**config.mk**
```make
export PLATFORM = sky130hd
export DESIGN_NAME = cwld_decoder
export DESIGN_NICKNAME = d
export VERILOG_FILES = /design/src/logic/cwld_pkg.sv /design/src/logic/cwld_decoder.sv
export SDC_FILE = /design/constraint.sdc
export NUM_CORES = 1
export LEC_CHECK = 0
export ABC_AREA = 1
export ABC_CLOCK_PERIOD_IN_PS = 1900
export BUFFER_PORTS_ARGS = -buffer_cell sky130_fd_sc_hd__buf_2
export CAP_MARGIN = 20
export CORE_ASPECT_RATIO = 2
export CORE_UTILIZATION = 47
export CTS_CLUSTER_SIZE = 24
export DETAILED_ROUTE_END_ITERATION = 8
export MAX_ROUTING_LAYER = met4
export PLACE_DENSITY = 0.78
export SETUP_SLACK_MARGIN = 0.2
export SLEW_MARGIN = 5
export SYNTH_ARGS = -nofsm -noshare
export SYNTH_HDL_FRONTEND = slang
export SYNTH_SLANG_ARGS = --single-unit
```
**constraint.sdc**
```tcl
create_clock -name clk -period 1.9 [get_ports clk]
set_clock_uncertainty 0.2 [all_clocks]
set_input_delay 0.38 -clock clk [delete_from_list [all_inputs] [get_ports clk]]
set_output_delay 0.38 -clock clk [all_outputs]
set_load 0.005 [all_outputs]
```
**src/logic/cwld_pkg.sv**
```systemverilog
// Shared constants, types and register map of the compact word-load decoder
`default_nettype none
package cwld_pkg;
	localparam int unsigned cwld_xlen = 32;
	// Upper five opcode bits of the 16-bit instruction; upper seven for the register form
	localparam logic [4:0] cwld_op_imm = 5'h0d;
	localparam logic [4:0] cwld_op_pcrel = 5'h09;
	localparam logic [4:0] cwld_op_sprel = 5'h13;
	localparam logic [4:0] cwld_op_ldm = 5'h19;
	localparam logic [6:0] cwld_op_reg7 = 7'h2c;
	// Wide-form load-multiple template, write-back bit position
	localparam logic [31:0] cwld_wide_ldm_base = 32'he8900000;
	localparam int unsigned cwld_wide_wb_bit = 21;
	localparam int unsigned cwld_wide_rn_pos = 16;
	localparam logic [31:0] cwld_pc_mask = 32'hfffffffc;
	localparam int unsigned cwld_word_shift = 2;
	// Register map (byte addresses)
	localparam logic [3:0] cwld_reg_ctrl = 4'h0;
	localparam logic [3:0] cwld_reg_status = 4'h4;
	localparam logic [3:0] cwld_reg_mask = 4'h8;
	localparam logic [3:0] cwld_reg_fault = 4'hc;
	localparam int unsigned cwld_ctrl_acheck = 0;
	localparam int unsigned cwld_ctrl_unal = 1;
	localparam int unsigned cwld_ctrl_abort_opt = 2;
	localparam logic [2:0] cwld_ctrl_reset = 3'h0;
	localparam int unsigned cwld_ev_abort = 0;
	localparam int unsigned cwld_ev_done = 1;
	localparam int unsigned cwld_ev_w = 2;
	// Fault class codes
	localparam logic [1:0] cwld_fault_none = 2'h0;
	localparam logic [1:0] cwld_fault_align = 2'h1;
	localparam logic [1:0] cwld_fault_bus = 2'h2;

	typedef enum logic [2:0] {
		cwld_form_none,
		cwld_form_imm,
		cwld_form_reg,
		cwld_form_pcrel,
		cwld_form_sprel,
		cwld_form_ldm
	} cwld_form_t;

	typedef struct packed {
		cwld_form_t form;
		logic [2:0] dest;
		logic [2:0] base;
		logic [2:0] offs;
		logic [7:0] imm8;
		logic [4:0] imm5;
	} cwld_dec_t;

	typedef struct packed {
		logic [31:0] addr;
		logic [31:0] data;
		logic abort;
	} cwld_mem_t;
endpackage : cwld_pkg
`default_nettype wire

```
**src/logic/cwld_decoder.sv**
```systemverilog
// Compact word-load decoder with address generation, alignment policy and abort
//
// The implementer's own choices: the address map and the Avalon-MM interface to the registers.
`timescale 1ns/1ps
`default_nettype none

// Functional notes
// - Immediate form: base plus imm5 times four
// - Register form: base plus offset, 32-bit read
// - Destination gets the loaded word unmodified
// - Unaligned off: data only when aligned
// - Alignment check on: misaligned aborts, alignment class
// - Check off, unaligned on: misaligned load works
// - Both off: misaligned result undefined
// - Legacy mode: optional abort on misalignment
// - Legacy word-invariant big endian is optional
// - PC form: PC low bits cleared plus imm8*4
// - SP form: stack pointer plus imm8 times four
// - Wide form write-back set iff base absent
// - PC form for literals, dest from 3-bit field
// - Base in list keeps loaded value
module cwld_decoder import cwld_pkg::*; #(
	parameter int unsigned XLEN = cwld_xlen
) (
	input wire logic clk, // Core clock
	input wire logic rst_n, // Async reset, active low
	input wire logic issue_valid, // Instruction offered
	output logic issue_ready, // Decoder idle
	input wire logic [15:0] issue_instr, // 16-bit instruction
	output logic [2:0] rf_raddr_a, // Base register index
	output logic [2:0] rf_raddr_b, // Offset register index
	input wire logic [31:0] rf_rdata_a, // Base register value
	input wire logic [31:0] rf_rdata_b, // Offset register value
	input wire logic [31:0] pc_value, // Program counter as seen
	input wire logic [31:0] sp_value, // Stack pointer
	output logic mem_req, // Data read request
	output logic [31:0] mem_addr, // Data read address
	input wire logic mem_ack, // Read completed
	input wire logic [31:0] mem_rdata, // Read data
	input wire logic mem_err, // Bus error on read
	output logic rf_we, // Destination write strobe
	output logic [2:0] rf_waddr, // Destination index
	output logic [31:0] rf_wdata, // Destination value
	output logic abort_valid, // Data abort pulse
	output logic [1:0] abort_class, // Fault class
	output logic [31:0] abort_addr, // Fault address
	output logic [31:0] wide_instr, // Wide-form load-multiple
	output logic wide_valid, // Wide-form output valid
	output logic irq, // Interrupt level
	input wire logic [3:0] avs_address, // Avalon address
	input wire logic avs_read, // Avalon read
	input wire logic avs_write, // Avalon write
	input wire logic [31:0] avs_writedata, // Avalon write data
	input wire logic [3:0] avs_byteenable, // Avalon byte enables
	output logic [31:0] avs_readdata, // Avalon read data
	output logic avs_waitrequest // Avalon wait
);
	// Only a 32-bit data path is served
	if (XLEN != 32) begin : g_xlen_check
		$error("cwld_decoder serves only 32-bit data");
	end

	typedef enum {cwld_idle, cwld_wait, cwld_done} cwld_state_t;

	function automatic cwld_dec_t cwld_decode(input logic [15:0] ins);
		cwld_dec_t d;
		d = '0;
		d.form = cwld_form_none;
		d.dest = ins[2:0];
		d.base = ins[5:3];
		d.offs = ins[8:6];
		d.imm5 = ins[10:6];
		d.imm8 = ins[7:0];
		if (ins[15:11] == cwld_op_imm) begin
			d.form = cwld_form_imm;
		end else if (ins[15:9] == cwld_op_reg7) begin
			d.form = cwld_form_reg;
		end else if (ins[15:11] == cwld_op_pcrel) begin
			d.form = cwld_form_pcrel;
			d.dest = ins[10:8];
		end else if (ins[15:11] == cwld_op_sprel) begin
			d.form = cwld_form_sprel;
			d.dest = ins[10:8];
		end else if (ins[15:11] == cwld_op_ldm) begin
			d.form = cwld_form_ldm;
			d.base = ins[10:8];
		end
		return d;
	endfunction : cwld_decode

	// True for the four single-word forms; load-multiple is only translated
	function automatic logic cwld_is_word_load(input cwld_form_t f);
		return (f == cwld_form_imm) || (f == cwld_form_reg)
			|| (f == cwld_form_pcrel) || (f == cwld_form_sprel);
	endfunction : cwld_is_word_load

	cwld_dec_t dec;
	cwld_state_t state;
	logic [31:0] next_addr;
	logic [2:0] ctrl;
	logic [cwld_ev_w-1:0] status;
	logic [cwld_ev_w-1:0] mask;
	logic [1:0] fault_class_q;
	logic [2:0] dest_q;
	logic misaligned;
	logic do_abort;
	logic ev_abort;
	logic ev_done;
	logic bus_rd_status;
	logic bus_wr;
	logic take_load;
	logic take_ldm;
	logic ev_bus;

	// ==========================================================
	// Decode and issue
	assign dec = cwld_decode(issue_instr);
	assign rf_raddr_a = dec.base;
	assign rf_raddr_b = dec.offs;
	// One load outstanding: a new form is taken only in idle
	assign issue_ready = (state == cwld_idle);
	assign take_load = issue_valid && issue_ready && cwld_is_word_load(dec.form);
	assign take_ldm = issue_valid && issue_ready && (dec.form == cwld_form_ldm);

	// ==========================================================
	// Address generation
	always_comb begin
		unique case (dec.form)
			cwld_form_imm: next_addr = rf_rdata_a + {25'h0, dec.imm5, 2'h0};
			cwld_form_reg: next_addr = rf_rdata_a + rf_rdata_b;
			cwld_form_pcrel: next_addr = (pc_value & cwld_pc_mask) + {22'h0, dec.imm8, 2'h0};
			cwld_form_sprel: next_addr = sp_value + {22'h0, dec.imm8, 2'h0};
			cwld_form_ldm: next_addr = rf_rdata_a;
			cwld_form_none: next_addr = rf_rdata_a;
			default: next_addr = rf_rdata_a;
		endcase
	end

	// Legacy optional abort honoured too; PC form is aligned by construction
	assign misaligned = (next_addr[1:0] != 2'h0);
	assign do_abort = misaligned && (ctrl[cwld_ctrl_acheck] || ctrl[cwld_ctrl_abort_opt]);

	// ==========================================================
	// Load sequencer
	always_ff @(posedge clk or negedge rst_n) begin
		if (!rst_n) begin
			state <= cwld_idle;
		end else begin
			unique case (state)
				cwld_idle: begin
					if (take_load) begin
						state <= do_abort ? cwld_done : cwld_wait;
					end
				end
				cwld_wait: begin
					if (mem_ack) begin
						state <= cwld_done;
					end
				end
				cwld_done: begin
					state <= cwld_idle;
				end
			endcase
		end
	end

	// Read request, held until the memory answers
	always_ff @(posedge clk or negedge rst_n) begin
		if (!rst_n) begin
			mem_req <= 1'b0;
		end else if (take_load && !do_abort) begin
			mem_req <= 1'b1;
		end else if (mem_req && mem_ack) begin
			mem_req <= 1'b0;
		end
	end

	// Word-aligned bus address when unaligned support is off
	always_ff @(posedge clk or negedge rst_n) begin
		if (!rst_n) begin
			mem_addr <= 32'h0;
			dest_q <= 3'h0;
		end else if (take_load) begin
			dest_q <= dec.dest;
			mem_addr <= ctrl[cwld_ctrl_unal] ? next_addr : {next_addr[31:2], 2'h0};
		end
	end

	assign ev_abort = take_load && do_abort;
	assign ev_done = (state == cwld_wait) && mem_ack && !mem_err;
	assign ev_bus = (state == cwld_wait) && mem_ack && mem_err;

	// ==========================================================
	// Write-back
	// Little-endian data only: the legacy word-invariant big-endian option is not offered
	always_ff @(posedge clk or negedge rst_n) begin
		if (!rst_n) begin
			rf_we <= 1'b0;
			rf_waddr <= 3'h0;
			rf_wdata <= 32'h0;
		end else begin
			rf_we <= ev_done;
			if (ev_done) begin
				rf_waddr <= dest_q;
				rf_wdata <= mem_rdata;
			end
		end
	end

	// ==========================================================
	// Abort report
	always_ff @(posedge clk or negedge rst_n) begin
		if (!rst_n) begin
			abort_valid <= 1'b0;
			abort_class <= cwld_fault_none;
			abort_addr <= 32'h0;
		end else begin
			abort_valid <= ev_abort || ev_bus;
			if (ev_abort) begin
				abort_class <= cwld_fault_align;
				abort_addr <= next_addr;
			end else if (ev_bus) begin
				abort_class <= cwld_fault_bus;
				abort_addr <= mem_addr;
			end
		end
	end

	// Last fault class, kept for software
	always_ff @(posedge clk or negedge rst_n) begin
		if (!rst_n) begin
			fault_class_q <= cwld_fault_none;
		end else if (ev_abort) begin
			fault_class_q <= cwld_fault_align;
		end else if (ev_bus) begin
			fault_class_q <= cwld_fault_bus;
		end
	end

	// ==========================================================
	// Wide-form translation of the load-multiple
	// Base in list: no write-back so the loaded value survives
	always_ff @(posedge clk or negedge rst_n) begin
		if (!rst_n) begin
			wide_instr <= 32'h0;
			wide_valid <= 1'b0;
		end else begin
			wide_valid <= take_ldm;
			if (take_ldm) begin
				wide_instr <= cwld_wide_ldm_base
					| ({31'h0, ~issue_instr[dec.base]} << cwld_wide_wb_bit)
					| ({29'h0, dec.base} << cwld_wide_rn_pos)
					| {24'h0, dec.imm8};
			end
		end
	end

	// ==========================================================
	// Avalon-MM slave: zero wait, one-cycle waitrequest free
	assign avs_waitrequest = 1'b0;
	assign bus_wr = avs_write && avs_byteenable[0];
	assign bus_rd_status = avs_read && avs_address == cwld_reg_status;

	always_ff @(posedge clk or negedge rst_n) begin
		if (!rst_n) begin
			ctrl <= cwld_ctrl_reset;
		end else if (bus_wr && avs_address == cwld_reg_ctrl) begin
			ctrl <= avs_writedata[2:0];
		end
	end

	always_ff @(posedge clk or negedge rst_n) begin
		if (!rst_n) begin
			mask <= '0;
		end else if (bus_wr && avs_address == cwld_reg_mask) begin
			mask <= avs_writedata[cwld_ev_w-1:0];
		end
	end

	// Set wins over read-clear
	always_ff @(posedge clk or negedge rst_n) begin
		if (!rst_n) begin
			status <= '0;
		end else begin
			status <= (bus_rd_status ? '0 : status) | {ev_done, ev_abort || ev_bus};
		end
	end

	assign irq = |(status & mask);

	always_comb begin
		unique case (avs_address)
			cwld_reg_ctrl: avs_readdata = {29'h0, ctrl};
			cwld_reg_status: avs_readdata = {30'h0, status};
			cwld_reg_mask: avs_readdata = {30'h0, mask};
			cwld_reg_fault: avs_readdata = {30'h0, fault_class_q};
			default: avs_readdata = 32'h0;
		endcase
	end
endmodule : cwld_decoder

`default_nettype wire

```
==> results of run 1 <==
[kinds of logic after synthesis]
group                      count (synthesis)
AOI/OAI and AO/OA                        139
xor gates and xnor gates                   5
adders and majority gates                 52
buffers and inverters                    342
DFF                                      130
muxes                                      1
other                                      1
and+or+nand+nor                         1211
[per-stage QoR]
step	setup TNS [ns]	std cells	utilization [%]
CTS	-31.68	2847	72.5
detailed placement	-75.53	2761	66.1
global placement	-71.26	2761	66.1
floorplan	-42.62	1924	-
[per-layer routing]
metal / global-route usage [%] / GRT overflow
met2: 92.9 / 2
met4: 73.7 / 2
met5: - / -
met3: 53.7 / 0
met1: 67.7 / 0
[repair_timing]
item                                    in CTS
endpoints found under the hold margin       72
resized for setup                          116
pin swaps                                   50
cloned                                       3
hold buffers                                28
setup buffers                               23
endpoints found under the setup margin     121
[cells in the mapped netlist, drive strengths merged]
| master | count | area [um2] |
|---|---|---|
| nand2 | 756 | 2880 |
| inv | 239 | 897 |
| nand3 | 231 | 1170 |
| nor2 | 134 | 548 |
| dfrtp | 130 | 3250 |
| buf | 78 | 559 |
| o21ai | 61 | 305 |
| a21oi | 53 | 269 |
| ha | 49 | 613 |
| nand4 | 35 | 225 |
| clkbuf | 22 | 82.6 |
| or2 | 21 | 131 |
| nor3 | 19 | 111 |
| o21bai | 10 | 75.1 |
| nand3b | 9 | 67.6 |
| o211ai | 6 | 45.0 |
| and2 | 4 | 25.0 |
| xor2 | 4 | 35.0 |
| clkinv | 3 | 11.3 |
| fa | 3 | 60.1 |
| o2111ai | 3 | 26.3 |
| a21o | 2 | 15.0 |
| nor4 | 2 | 12.5 |
| a22o | 1 | 8.76 |
| a22oi | 1 | 7.51 |
| a31oi | 1 | 6.26 |
| conb | 1 | 3.75 |
| mux2i | 1 | 10.0 |
| o221ai | 1 | 8.76 |
| xnor2 | 1 | 8.76 |
==> impl_results.md, run 1 <==
- Status: aborted with a tool error
- Halt Stage: global routing
- Stop err: [ERROR GRT-0232] Routing congestion too high. Check the congestion heatmap in the GUI.
- Max clock buf depth: 2
- Sequential area share after synthesis: 28.4%
- Initial core utilization: 47.9%
- Post-Synth Adder-Cell Area: 5.87%
- Die Height: 223 um
- Final RePlAce weighted congestion: 1.07
- Simple-Gate Fraction of Synth Area: 45.1%
- Post-Syn Area: 11500 um2
- Die span in x: 112 um
- Cts bufs inserted: 17
- Tot GR Track Use: 73.0%
- Xor and xnor area share after synthesis: 0.382%
- Pre-CTS setup slack: -1.28 ns
- Worst_ep kind: register input
- Port bufs: 322
- Combinational family with the most area after synthesis: simple AND/OR/NAND/NOR gates
- HPWL Detailed: 41400 um
- GRT worst endpoint: abort_addr[22]$_DFFE_PN0P_/D
- Mux cell area share after synthesis: 0.0873%
- # IOs: 401
- Cells after synthesis: 1881
- Max H-tree Level: 4
- Post-synth cell types: 45
- Largest net degree at the start of global routing: 40
- Seq cells post-synth: 130
- Grt total ovfl: 4
- # clock sinks: 130
- DP Area: 15800 um2
- CTS Root Cell: clkbuf_16
- Compound-Gate Fraction of Synth Area: 6.69%
- YS warnings: 0
- Site Rows: 80
- Mean post-synth cell area: 6.10 um2
==> run 2, diff against run 1 <==
Settings changed: ABC_CLOCK_PERIOD_IN_PS 1900 to 2450, CORE_ASPECT_RATIO 2 to not set, CORE_UTILIZATION 47 to 40, CTS_CLUSTER_SIZE 24 to not set, MAX_ROUTING_LAYER met4 to not set, PLACE_DENSITY 0.78 to not set, PLACE_DENSITY_LB_ADDON set to 0.15, SETUP_SLACK_MARGIN 0.2 to not set.
Clock period 1.9 ns to 2.45 ns, I/O delays scaled along.
==> run 2 against run 1 <==
The flow now finishes, with violations (negative setup slack). Synthesized cell count unchanged. Area after synthesis unchanged.
==> impl_results.md, run 2 <==
- Site Rows: 61
- Net Switching: 0.00405 W
- Cts bufs inserted: 17
- Post-synth EDFFs: 0
- FF-to-FF End: abort_addr[15]$_DFFE_PN0P_
- Core Box Area: 28000 um2
- Top flop regs: abort_addr (32), mem_addr (32), rf_wdata (32)
- Count leader, synth: nand2_1
- Final hold slack: 0.0762 ns
- Mux cell area share after synthesis: 0.0873%
- Leak: 9.46 nW
- Crit-path slowest cell: ha_4
- Full die area: 29400 um2
- Max-cap violations: 0
- Internal cell power: 0.00643 W
- Share of layout cells above drive strength 1: 31.8%
- Max Slew Vio Count: 0
- Hold Crit Class: input pin to flop
- Max-Slew Margin vs Limit: 64.7%
- Die span in x: 171 um
- Setup ws final: -0.259 ns
- Detailed-route wire length per cell: 15.4 um
- DRC Markers: 0
- Switching share of power: 38.6%
- Final worst-path cycle share: 111%
- Hold path start: mem_rdata[0]
- CTS Root Cell: clkbuf_16
- # clock sinks: 130
- Synth Flop Type: dfrtp_1
- Status: finished, violations left
- Synth area leader: dfrtp_1
- Post-synth cell types: 45
- Met1 Usage GRT: 37.9%
- Clock transition at path regs: 0.06 ns
- Failing checks: negative setup slack
- YS warnings: 0
- Cell Chain, Critical Path: buf_8 > nand2_8 > nor2_4 > nand2_4 > buf_6 > nand2_2 > o21ai_4 > buf_4 > buf_4 > ha_4 > nand3_1 > nand2_2 > nand2_2 > nand2_4 > nand3_4 > nand2_8 > nand2_8 > buf_4 > o21ai_2 > nand3_2 > nand2_1 > nand3_1
- Latest clock arrival within the worst-skew pair: 0.42 ns
- R2R setup slack: 0.45 ns
- Die Height: 171 um
- Compound-Gate Fraction of Synth Area: 6.69%
- Seq cells post-synth: 130
- R2r worst-path depth: 12
- HPWL Detailed: 36800 um
- Final Setup Violations: 51
- # IOs: 401
- Least-Margin Pin Slew: 0.530 ns
- Yosys top cell area share: 28.4%
- Simple-Gate Fraction of Synth Area: 45.1%
- Reg power frac: 34.9%
- Peak VDD IR: 464 uV
- Critical path class: input pin to flop
- DR vias/cell: 4.84
- Met3 Resource Use GR: 3.18%
- Combinational family with the most area after synthesis: simple AND/OR/NAND/NOR gates
- GR met2 Demand/Resource: 51.6%
- RSZ-0062 raised after global routing: yes
- DR iter-0 viols: 788
- Nets: 2744
- CP required: 2.54 ns
- Startpoint Class: input pin
- Vias in the first global route: 13063
- Slowest stage delay, CP: 0.25 ns
- Initial core utilization: 40.9%
- Area contributors post-synth: dfrtp_1, nand2_1, nand3_1
- Xor and xnor area share after synthesis: 0.382%
- Sequential area share after synthesis: 28.4%
- Hold endpoint: rf_wdata[0]$_DFFE_PN0P_
- Pre-antenna DRT Iters: 5
- Worst-path maximum fanout: 5
- Synth top cells by count: nand2_1, inv_1, nand3_1, dfrtp_1, nor2_1
- Cell Pwr Density: 633 nW/um2
- Mean post-synth cell area: 6.10 um2
- Detail Route Antenna Nets: 0
- Grt total ovfl: 0
- Critical path arrival: 2.80 ns
- Most common cell after layout, fill and taps aside: nand2_1
- Final RePlAce weighted congestion: 0.920
- Largest net degree at the start of global routing: 55
- CTS tree: done
- CP endpoint kind: flop
- Port bufs: 322
- Area delta synth->final: 44.3%
- Post-Synth Adder-Cell Area: 5.87%
- Asr flop ratio synth: 100%
- Vias after detailed routing: 13855
- Combinational Power Share: 42.0%
- Fmax: 0.369 GHz
- Tot GR Track Use: 29.7%
- Post-Syn Area: 11500 um2
- Detailed Route WL: 44000 um
- Pre-CTS setup slack: -0.804 ns
- First-pass GRT wire length: 67200 um
- Global route hottest layer: met2
- Minimum clock period: 2.71 ns
- Hold Vio Cnt, Final: 0
- Max clock buf depth: 2
- Clock share of power: 23.0%
- RR Startpoint: state[1]$_DFFE_PN0P_
- Cells after synthesis: 1881
- Worst hold path depth: 3
- Initial antenna violation count: 3
- Max H-tree Level: 4
- Most frequent cells in the layout: nand2_1, buf_2, buf_4
[run 2: area by class of cell]
cell class	instances	area (um2)
clock inverter	15	138
tap	378	473
timing repair buffer	626	4030
fill	2816	11500
sequential	130	3250
multi-input combinational	1452	7300
antenna	3	7.51
clock buffer	17	425
inverter	242	923
[run 2: metal layers]
layer / up-vias / part of all wire, %
met5: - / 0
met4: 0 / 3.1
met3: 67 / 5.0
met2: 414 / 48
met1: 6337 / 44
li1: 7037 / -
[run 2: worst max path at each step]
stage / start / end / slack [ns] / cells past startpoint
after floorplan: issue_instr[11] / abort_addr[22]$_DFFE_PN0P_ / -0.58 / 24
after global placement: issue_instr[11] / mem_addr[20]$_DFFE_PN0P_ / -0.74 / 24
after detailed placement: issue_instr[11] / mem_addr[20]$_DFFE_PN0P_ / -0.80 / 24
after CTS: issue_instr[11] / abort_addr[22]$_DFFE_PN0P_ / -0.16 / 24
after global routing: issue_instr[11] / mem_addr[25]$_DFFE_PN0P_ / -0.39 / 23
final: issue_instr[11] / abort_addr[15]$_DFFE_PN0P_ / -0.26 / 22
[run 2: kinds of logic (layout without fill, tap and decap cells)]
group           after synthesis  in the layout
simple gates               1211           1211
buf+inv                     342            900
compound gates              139            139
flops                       130            130
fa+ha+maj                    52             52
xor+xnor                      5              5
other cells                   1             47
mux                           1              1
[run 2: stage by stage]
step                cell area [um2]  cells  setup TNS, ns  util (%)  power [W]
floorplan                     11800   1924         -16.58         -    0.00572
global placement              15500   2813         -34.40      55.3    0.00790
detailed placement            15500   2813         -36.63      55.3    0.00802
CTS                           16300   2853          -3.30      58.1     0.0105
global route                  16500   2863         -15.29      59.1     0.0113
finish                        16500   2863          -7.42      59.1     0.0105
[run 2: what timing repair did]
action | CTS | global route
setup buffers | 8 | 7
hold buffers | 1 | 0
endpoints found under the hold margin | 52 | 0
gates resized for setup | 43 | 47
endpoints found under the setup margin | 48 | 61
pin swaps | 37 | 34
[run 2: worst max-delay path, delay by kind of cell]
family / cells / cell delay (ns)
buf+inv: 5 / 0.64
fa+ha+maj: 1 / 0.25
compound gates: 2 / 0.17
simple gates: 14 / 1.26
[run 2: power groups by stage]
| stage | Clock [W] | Sequential, W | Combinational [W] |
|---|---|---|---|
| 2_1_floorplan | 0 | 0.00369 | 0.00202 |
| 3_3_place_gp | 0 | 0.00366 | 0.00424 |
| 3_5_place_dp | 0 | 0.00369 | 0.00432 |
| 4_1_cts | 0.00245 | 0.00367 | 0.00438 |
| 5_1_grt | 0.00254 | 0.00379 | 0.00499 |
| 6_report | 0.00241 | 0.00366 | 0.00441 |
Power figures use the tool's default switching activity.
==> run 3, diff against run 2 <==
Settings changed: ABC_CLOCK_PERIOD_IN_PS 2450 to 3260, REMOVE_ABC_BUFFERS set to 1.
Clock period 2.45 ns to 3.26 ns, I/O delays scaled along.
==> run 3 against run 2 <==
The run now ends clean. Setup slack improved by 0.44 ns. Sequential share of layout area is 2.9 points higher. Clock power decreased by 15%. Sequential cell count stayed put. Cell count is 7.8% lower. Via count fell by 6.4%. Largest cell class unchanged. Highest routed layer unchanged.
==> impl_results.md, run 3 (synthesis results as in run 2) <==
- Status: completed
- Max-Slew Margin vs Limit: 51.8%
- Core Box Area: 28000 um2
- Worst-path maximum fanout: 9
- Critical path arrival: 3.18 ns
- Combinational Power Share: 37.8%
- Max H-tree Level: 4
- Cts bufs inserted: 17
- Share of layout cells above drive strength 1: 22.0%
- First-pass GRT wire length: 62700 um
- Max-cap violations: 0
- Most common cell after layout, fill and taps aside: nand2_1
- Max Slew Vio Count: 0
- FF-to-FF End: abort_addr[12]$_DFFE_PN0P_
- Initial antenna violation count: 0
- CTS tree: done
- Full die area: 29400 um2
- Fmax: 0.325 GHz
- Crit-path slowest cell: ha_1
- Minimum clock period: 3.08 ns
- R2r worst-path depth: 10
- Pre-CTS setup slack: -0.406 ns
- Final hold slack: 0.0732 ns
- Vias in the first global route: 11685
- Die Height: 171 um
- Hold Crit Class: input pin to asynchronous set/reset pin
- Peak VDD IR: 434 uV
- Vias after detailed routing: 12973
- Pre-antenna DRT Iters: 6
- CTS Hold Bufs: 0
- DRC Markers: 0
- Net Switching: 0.00285 W
- Hold Vio Cnt, Final: 0
- CP required: 3.36 ns
- CTS Root Cell: clkbuf_16
- Startpoint Class: input pin
- Detailed-route wire length per cell: 15.8 um
- CP endpoint kind: flop
- Site Rows: 61
- Grt total ovfl: 0
- Port bufs: 322
- Clock share of power: 26.4%
- Final RePlAce weighted congestion: 0.949
- Final worst-path cycle share: 94.5%
- DR vias/cell: 4.91
- HPWL Detailed: 34600 um
- Detailed Route WL: 41800 um
- Critical path class: input pin to flop
- Largest net degree at the start of global routing: 78
- Reg power frac: 35.8%
- Latest clock arrival within the worst-skew pair: 0.42 ns
- Final Setup Violations: 0
- Max clock buf depth: 2
- Slowest stage delay, CP: 0.34 ns
- Die span in x: 171 um
- Setup ws final: 0.180 ns
- Tot GR Track Use: 28.1%
- # clock sinks: 130
- Detail Route Antenna Nets: 0
- Clock transition at path regs: 0.06 ns
- DR iter-0 viols: 765
- R2R setup slack: 1.05 ns
- Switching share of power: 37.0%
- Nets: 2523
- Cell Chain, Critical Path: buf_2 > nand2_1 > nor2_2 > nand2_4 > buf_4 > nand2_1 > nand2_1 > ha_1 > nand2_1 > nor2_1 > nand2_1 > nand2_2 > nand3_1 > nand2_1 > nand2_2 > buf_12 > o21ai_0 > nand3_1 > nor2_1 > nor2_1
- Top flop regs: abort_addr (32), mem_addr (32), rf_wdata (32)
- Cell Pwr Density: 535 nW/um2
- Initial core utilization: 40.9%
- Area delta synth->final: 25.8%
- Leak: 8.33 nW
- RSZ-0062 raised after global routing: yes
- Most frequent cells in the layout: nand2_1, buf_2, inv_1
- # IOs: 401
- Least-Margin Pin Slew: 0.723 ns
- RR Startpoint: state[1]$_DFFE_PN0P_
- Internal cell power: 0.00487 W
- Most frequent cell on the critical path: nand2_1
-- run 3: routing by layer --
layer  wire length (um)  vias to the layer above  GRT usage [%]
li1                   -                     6592              -
met1              18700                     5899           36.5
met2              19600                      428           48.0
met3               2310                       54           3.52
met4               1140                        0           9.55
met5                  0                        -              0
-- run 3: timing repair --
action,CTS,global route
setup buffers,0,3
resized for setup,0,7
endpoints found under the setup margin,0,19
-- run 3: critical path, delay by kind of cell --
kind	cells	cell delay [ns]
compound gates	1	0.20
fa+ha+maj	1	0.34
simple gates	15	1.57
buf+inv	3	0.41
-- run 3: how the worst max path moves through the flow --
stage                                from                          to  slack (ns)  cells after the start
after floorplan           issue_instr[11]   abort_addr[3]$_DFFE_PN0P_       -1.04                     12
after global placement    issue_instr[11]  abort_addr[28]$_DFFE_PN0P_       -0.35                     21
after detailed placement  issue_instr[12]    mem_addr[20]$_DFFE_PN0P_       -0.41                     21
after CTS                 issue_instr[12]  abort_addr[28]$_DFFE_PN0P_        0.03                     21
after global routing      issue_instr[11]    mem_addr[25]$_DFFE_PN0P_       -0.01                     22
final                     issue_instr[11]    mem_addr[15]$_DFFE_PN0P_        0.18                     20
-- run 3: power groups by stage --
stage	registers, W	clock network [W]	logic [W]
after floorplan	0.00278	0	0.00139
after global placement	0.00277	0	0.00288
after detailed placement	0.00280	0	0.00292
after CTS	0.00277	0.00208	0.00293
after global routing	0.00285	0.00214	0.00332
final	0.00277	0.00204	0.00292
-- run 3: metrics by stage --
step	util (%)	instance area, um2	total power, W	setup TNS [ns]	std cells
4_1_cts	51.4	14400	0.00778	0	2636
3_5_place_dp	49.1	13800	0.00572	-8.51	2604
6_report	51.5	14400	0.00772	0	2640
3_3_place_gp	49.1	13800	0.00565	-6.29	2604
5_1_grt	51.5	14400	0.00831	-0.0223	2639
2_1_floorplan	-	11000	0.00417	-65.01	1824
-- run 3: area by class of cell --
type                    instances  area [um2]
clock inverters                14         204
multi-input cells            1452        6860
repair buffers                405        2300
fillers                      2997       13600
clock buffers                  18         429
diodes                          1        2.50
flip-flops and latches        130        3250
inverters                     242         908
well taps                     378         473
==> run 4, diff against run 3 <==
Settings changed: CORE_ASPECT_RATIO set to 0.8.
==> run 4 against run 3 <==
Sequential power about the same. Cell count down 0.72%. Highest routed layer unchanged. Fmax up 2.3%.
==> impl_results.md, run 4 (synthesis results as in run 2) <==
- Status: completed
- HPWL Detailed: 34400 um
- Full die area: 29400 um2
- Setup Fix Bufs, Post-CTS: 0
- CP endpoint kind: flop
- DR vias/cell: 4.92
- Max-cap violations: 0
- CP startpoint: issue_instr[11]
- Latest clock arrival within the worst-skew pair: 0.42 ns
- Final RePlAce weighted congestion: 0.943
- CTS Root Cell: clkbuf_16
- Pre-antenna DRT Iters: 6
- CTS Hold Bufs: 0
- Slowest stage delay, CP: 0.30 ns
- Final Setup Violations: 0
- Initial core utilization: 40.6%
- Largest net degree at the start of global routing: 77
- Fill count: 2999
- # clock sinks: 130
- Max Slew Vio Count: 0
- Most frequent cells in the layout: nand2_1, buf_2, inv_1
- FF-to-FF End: abort_addr[3]$_DFFE_PN0P_
- Leak: 8.30 nW
- Die span in x: 191 um
- DR iter-0 viols: 917
- Vias in the first global route: 11449
- Minimum clock period: 3.01 ns
- Crit. path cell count: 23
- Max-Slew Margin vs Limit: 46.5%
- Tot Pwr: 0.00776 W
- Critical path arrival: 3.12 ns
- Worst-path maximum fanout: 6
- Area delta synth->final: 25.2%
- Crit-path slowest cell: ha_1
- CP required: 3.37 ns
- Grt total ovfl: 0
- Nets: 2511
- CTS tree: done
- Site Rows: 55
- Hold Vio Cnt, Final: 0
- Detail Route Antenna Nets: 0
- Final hold slack: 0.0428 ns
- Startpoint Class: input pin
- Initial antenna violation count: 2
- Fin cells: 2621
- Cell area after layout: 14400 um2
- Crit path max-delay family: simple AND/OR/NAND/NOR gates
- DP Area: 13600 um2
- RR Startpoint: state[0]$_DFFE_PN0P_
- Detailed-route wire length per cell: 16.0 um
- Cell Chain, Critical Path: buf_2 > nand2_1 > nor2_4 > nand2_4 > buf_4 > buf_4 > nand2_1 > nand2_1 > ha_1 > a21oi_1 > nand2_1 > nand2_1 > nand2_1 > nand3_1 > nand2_2 > nand2_4 > inv_2 > nand2_1 > nand2_1 > nand3_1 > nand3_1 > nand2_1 > nand2_1
- WP buf/inv: 4
- Vias after detailed routing: 12900
- DRC Markers: 0
- Cell Pwr Density: 540 nW/um2
- Most frequent cell on the critical path: nand2_1
- Post-cts resize count: 0
- Top flop regs: abort_addr (32), mem_addr (32), rf_wdata (32)
- Core Box Area: 28200 um2
- Cts bufs inserted: 17
- Final worst-path cycle share: 92.4%
- Tot GR Track Use: 28.4%
- CP endpoint: mem_addr[31]$_DFFE_PN0P_
- First-pass GRT wire length: 64300 um
- Critical path class: input pin to flop
- Detailed Route WL: 42000 um
- # IOs: 401
- Port bufs: 322
- Max H-tree Level: 4
- Least-Margin Pin Slew: 0.801 ns
- Max clock buf depth: 2
- Fmax: 0.332 GHz
- Most common cell after layout, fill and taps aside: nand2_1
- Peak VDD IR: 396 uV
- Clock transition at path regs: 0.06 ns
- Post-placement cell count: 2587
- Die Height: 153 um
- Hold Crit Class: input pin to asynchronous set/reset pin
- R2R setup slack: 0.93 ns
- R2r worst-path depth: 11
- Share of layout cells above drive strength 1: 21.8%
run 4: worst min path at each step:
| stage | slack [ns] | endpoint | cells after the start |
|---|---|---|---|
| final | 0.04 | rf_wdata[28]$_DFFE_PN0P_ | 1 |
| after global routing | 0.12 | rf_wdata[28]$_DFFE_PN0P_ | 1 |
| after CTS | 0.08 | rf_wdata[28]$_DFFE_PN0P_ | 1 |
| after detailed placement | 0.25 | rf_wdata[10]$_DFFE_PN0P_ | 2 |
| after global placement | 0.25 | rf_wdata[16]$_DFFE_PN0P_ | 2 |
| after floorplan | 0.16 | abort_addr[0]$_DFFE_PN0P_ | 0 |
run 4: cell type report:
class	count	area, um2	area share (%)
multi-input cells	1452	6890	48.0
repair buffers	393	2190	15.3
well taps	370	463	3.22
diodes	2	5.00	0.0349
clock buffers	17	425	2.96
flip-flops and latches	130	3250	22.7
clock inverters	15	218	1.52
inverters	242	908	6.33
run 4: worst register-to-register path, stage by stage (launching register included):
cell and delay, ns:
dfrtp_1 0.38, inv_1 0.08, ha_1 0.18, nand2_1 0.08, inv_1 0.15, nand2_4 0.07, inv_2 0.06, nand3_2 0.15
buf_4 0.20, inv_2 0.41, o21ai_0 0.19, nand3_1 0.11
run 4: report_power, final:
part	leakage, nW	switching [W]	internal, W	total, W
Sequential	1.63	0.000431	0.00232	0.00275
Combinational	6.35	0.00166	0.00125	0.00292
Clock	0.317	0.000790	0.00130	0.00209
run 4: metal layers:
metal / GRT usage [%] / share of wire, % / vias up
met5: 0 / 0 / -
met4: 5.63 / 1.2 / 0
met3: 4.34 / 7.3 / 32
met2: 44.1 / 44 / 518
met1: 41.4 / 48 / 5773
li1: - / - / 6577
run 4: metrics by stage:
stage	utilization, %	setup slack [ns]	TNS (ns)
CTS	50.7	0.0696	0
finish	50.9	0.248	0
global route	50.9	-0.00155	-0.00155
detailed placement	48.4	-0.367	-9.87
global placement	48.4	-0.296	-6.81
floorplan	-	-1.04	-65.01
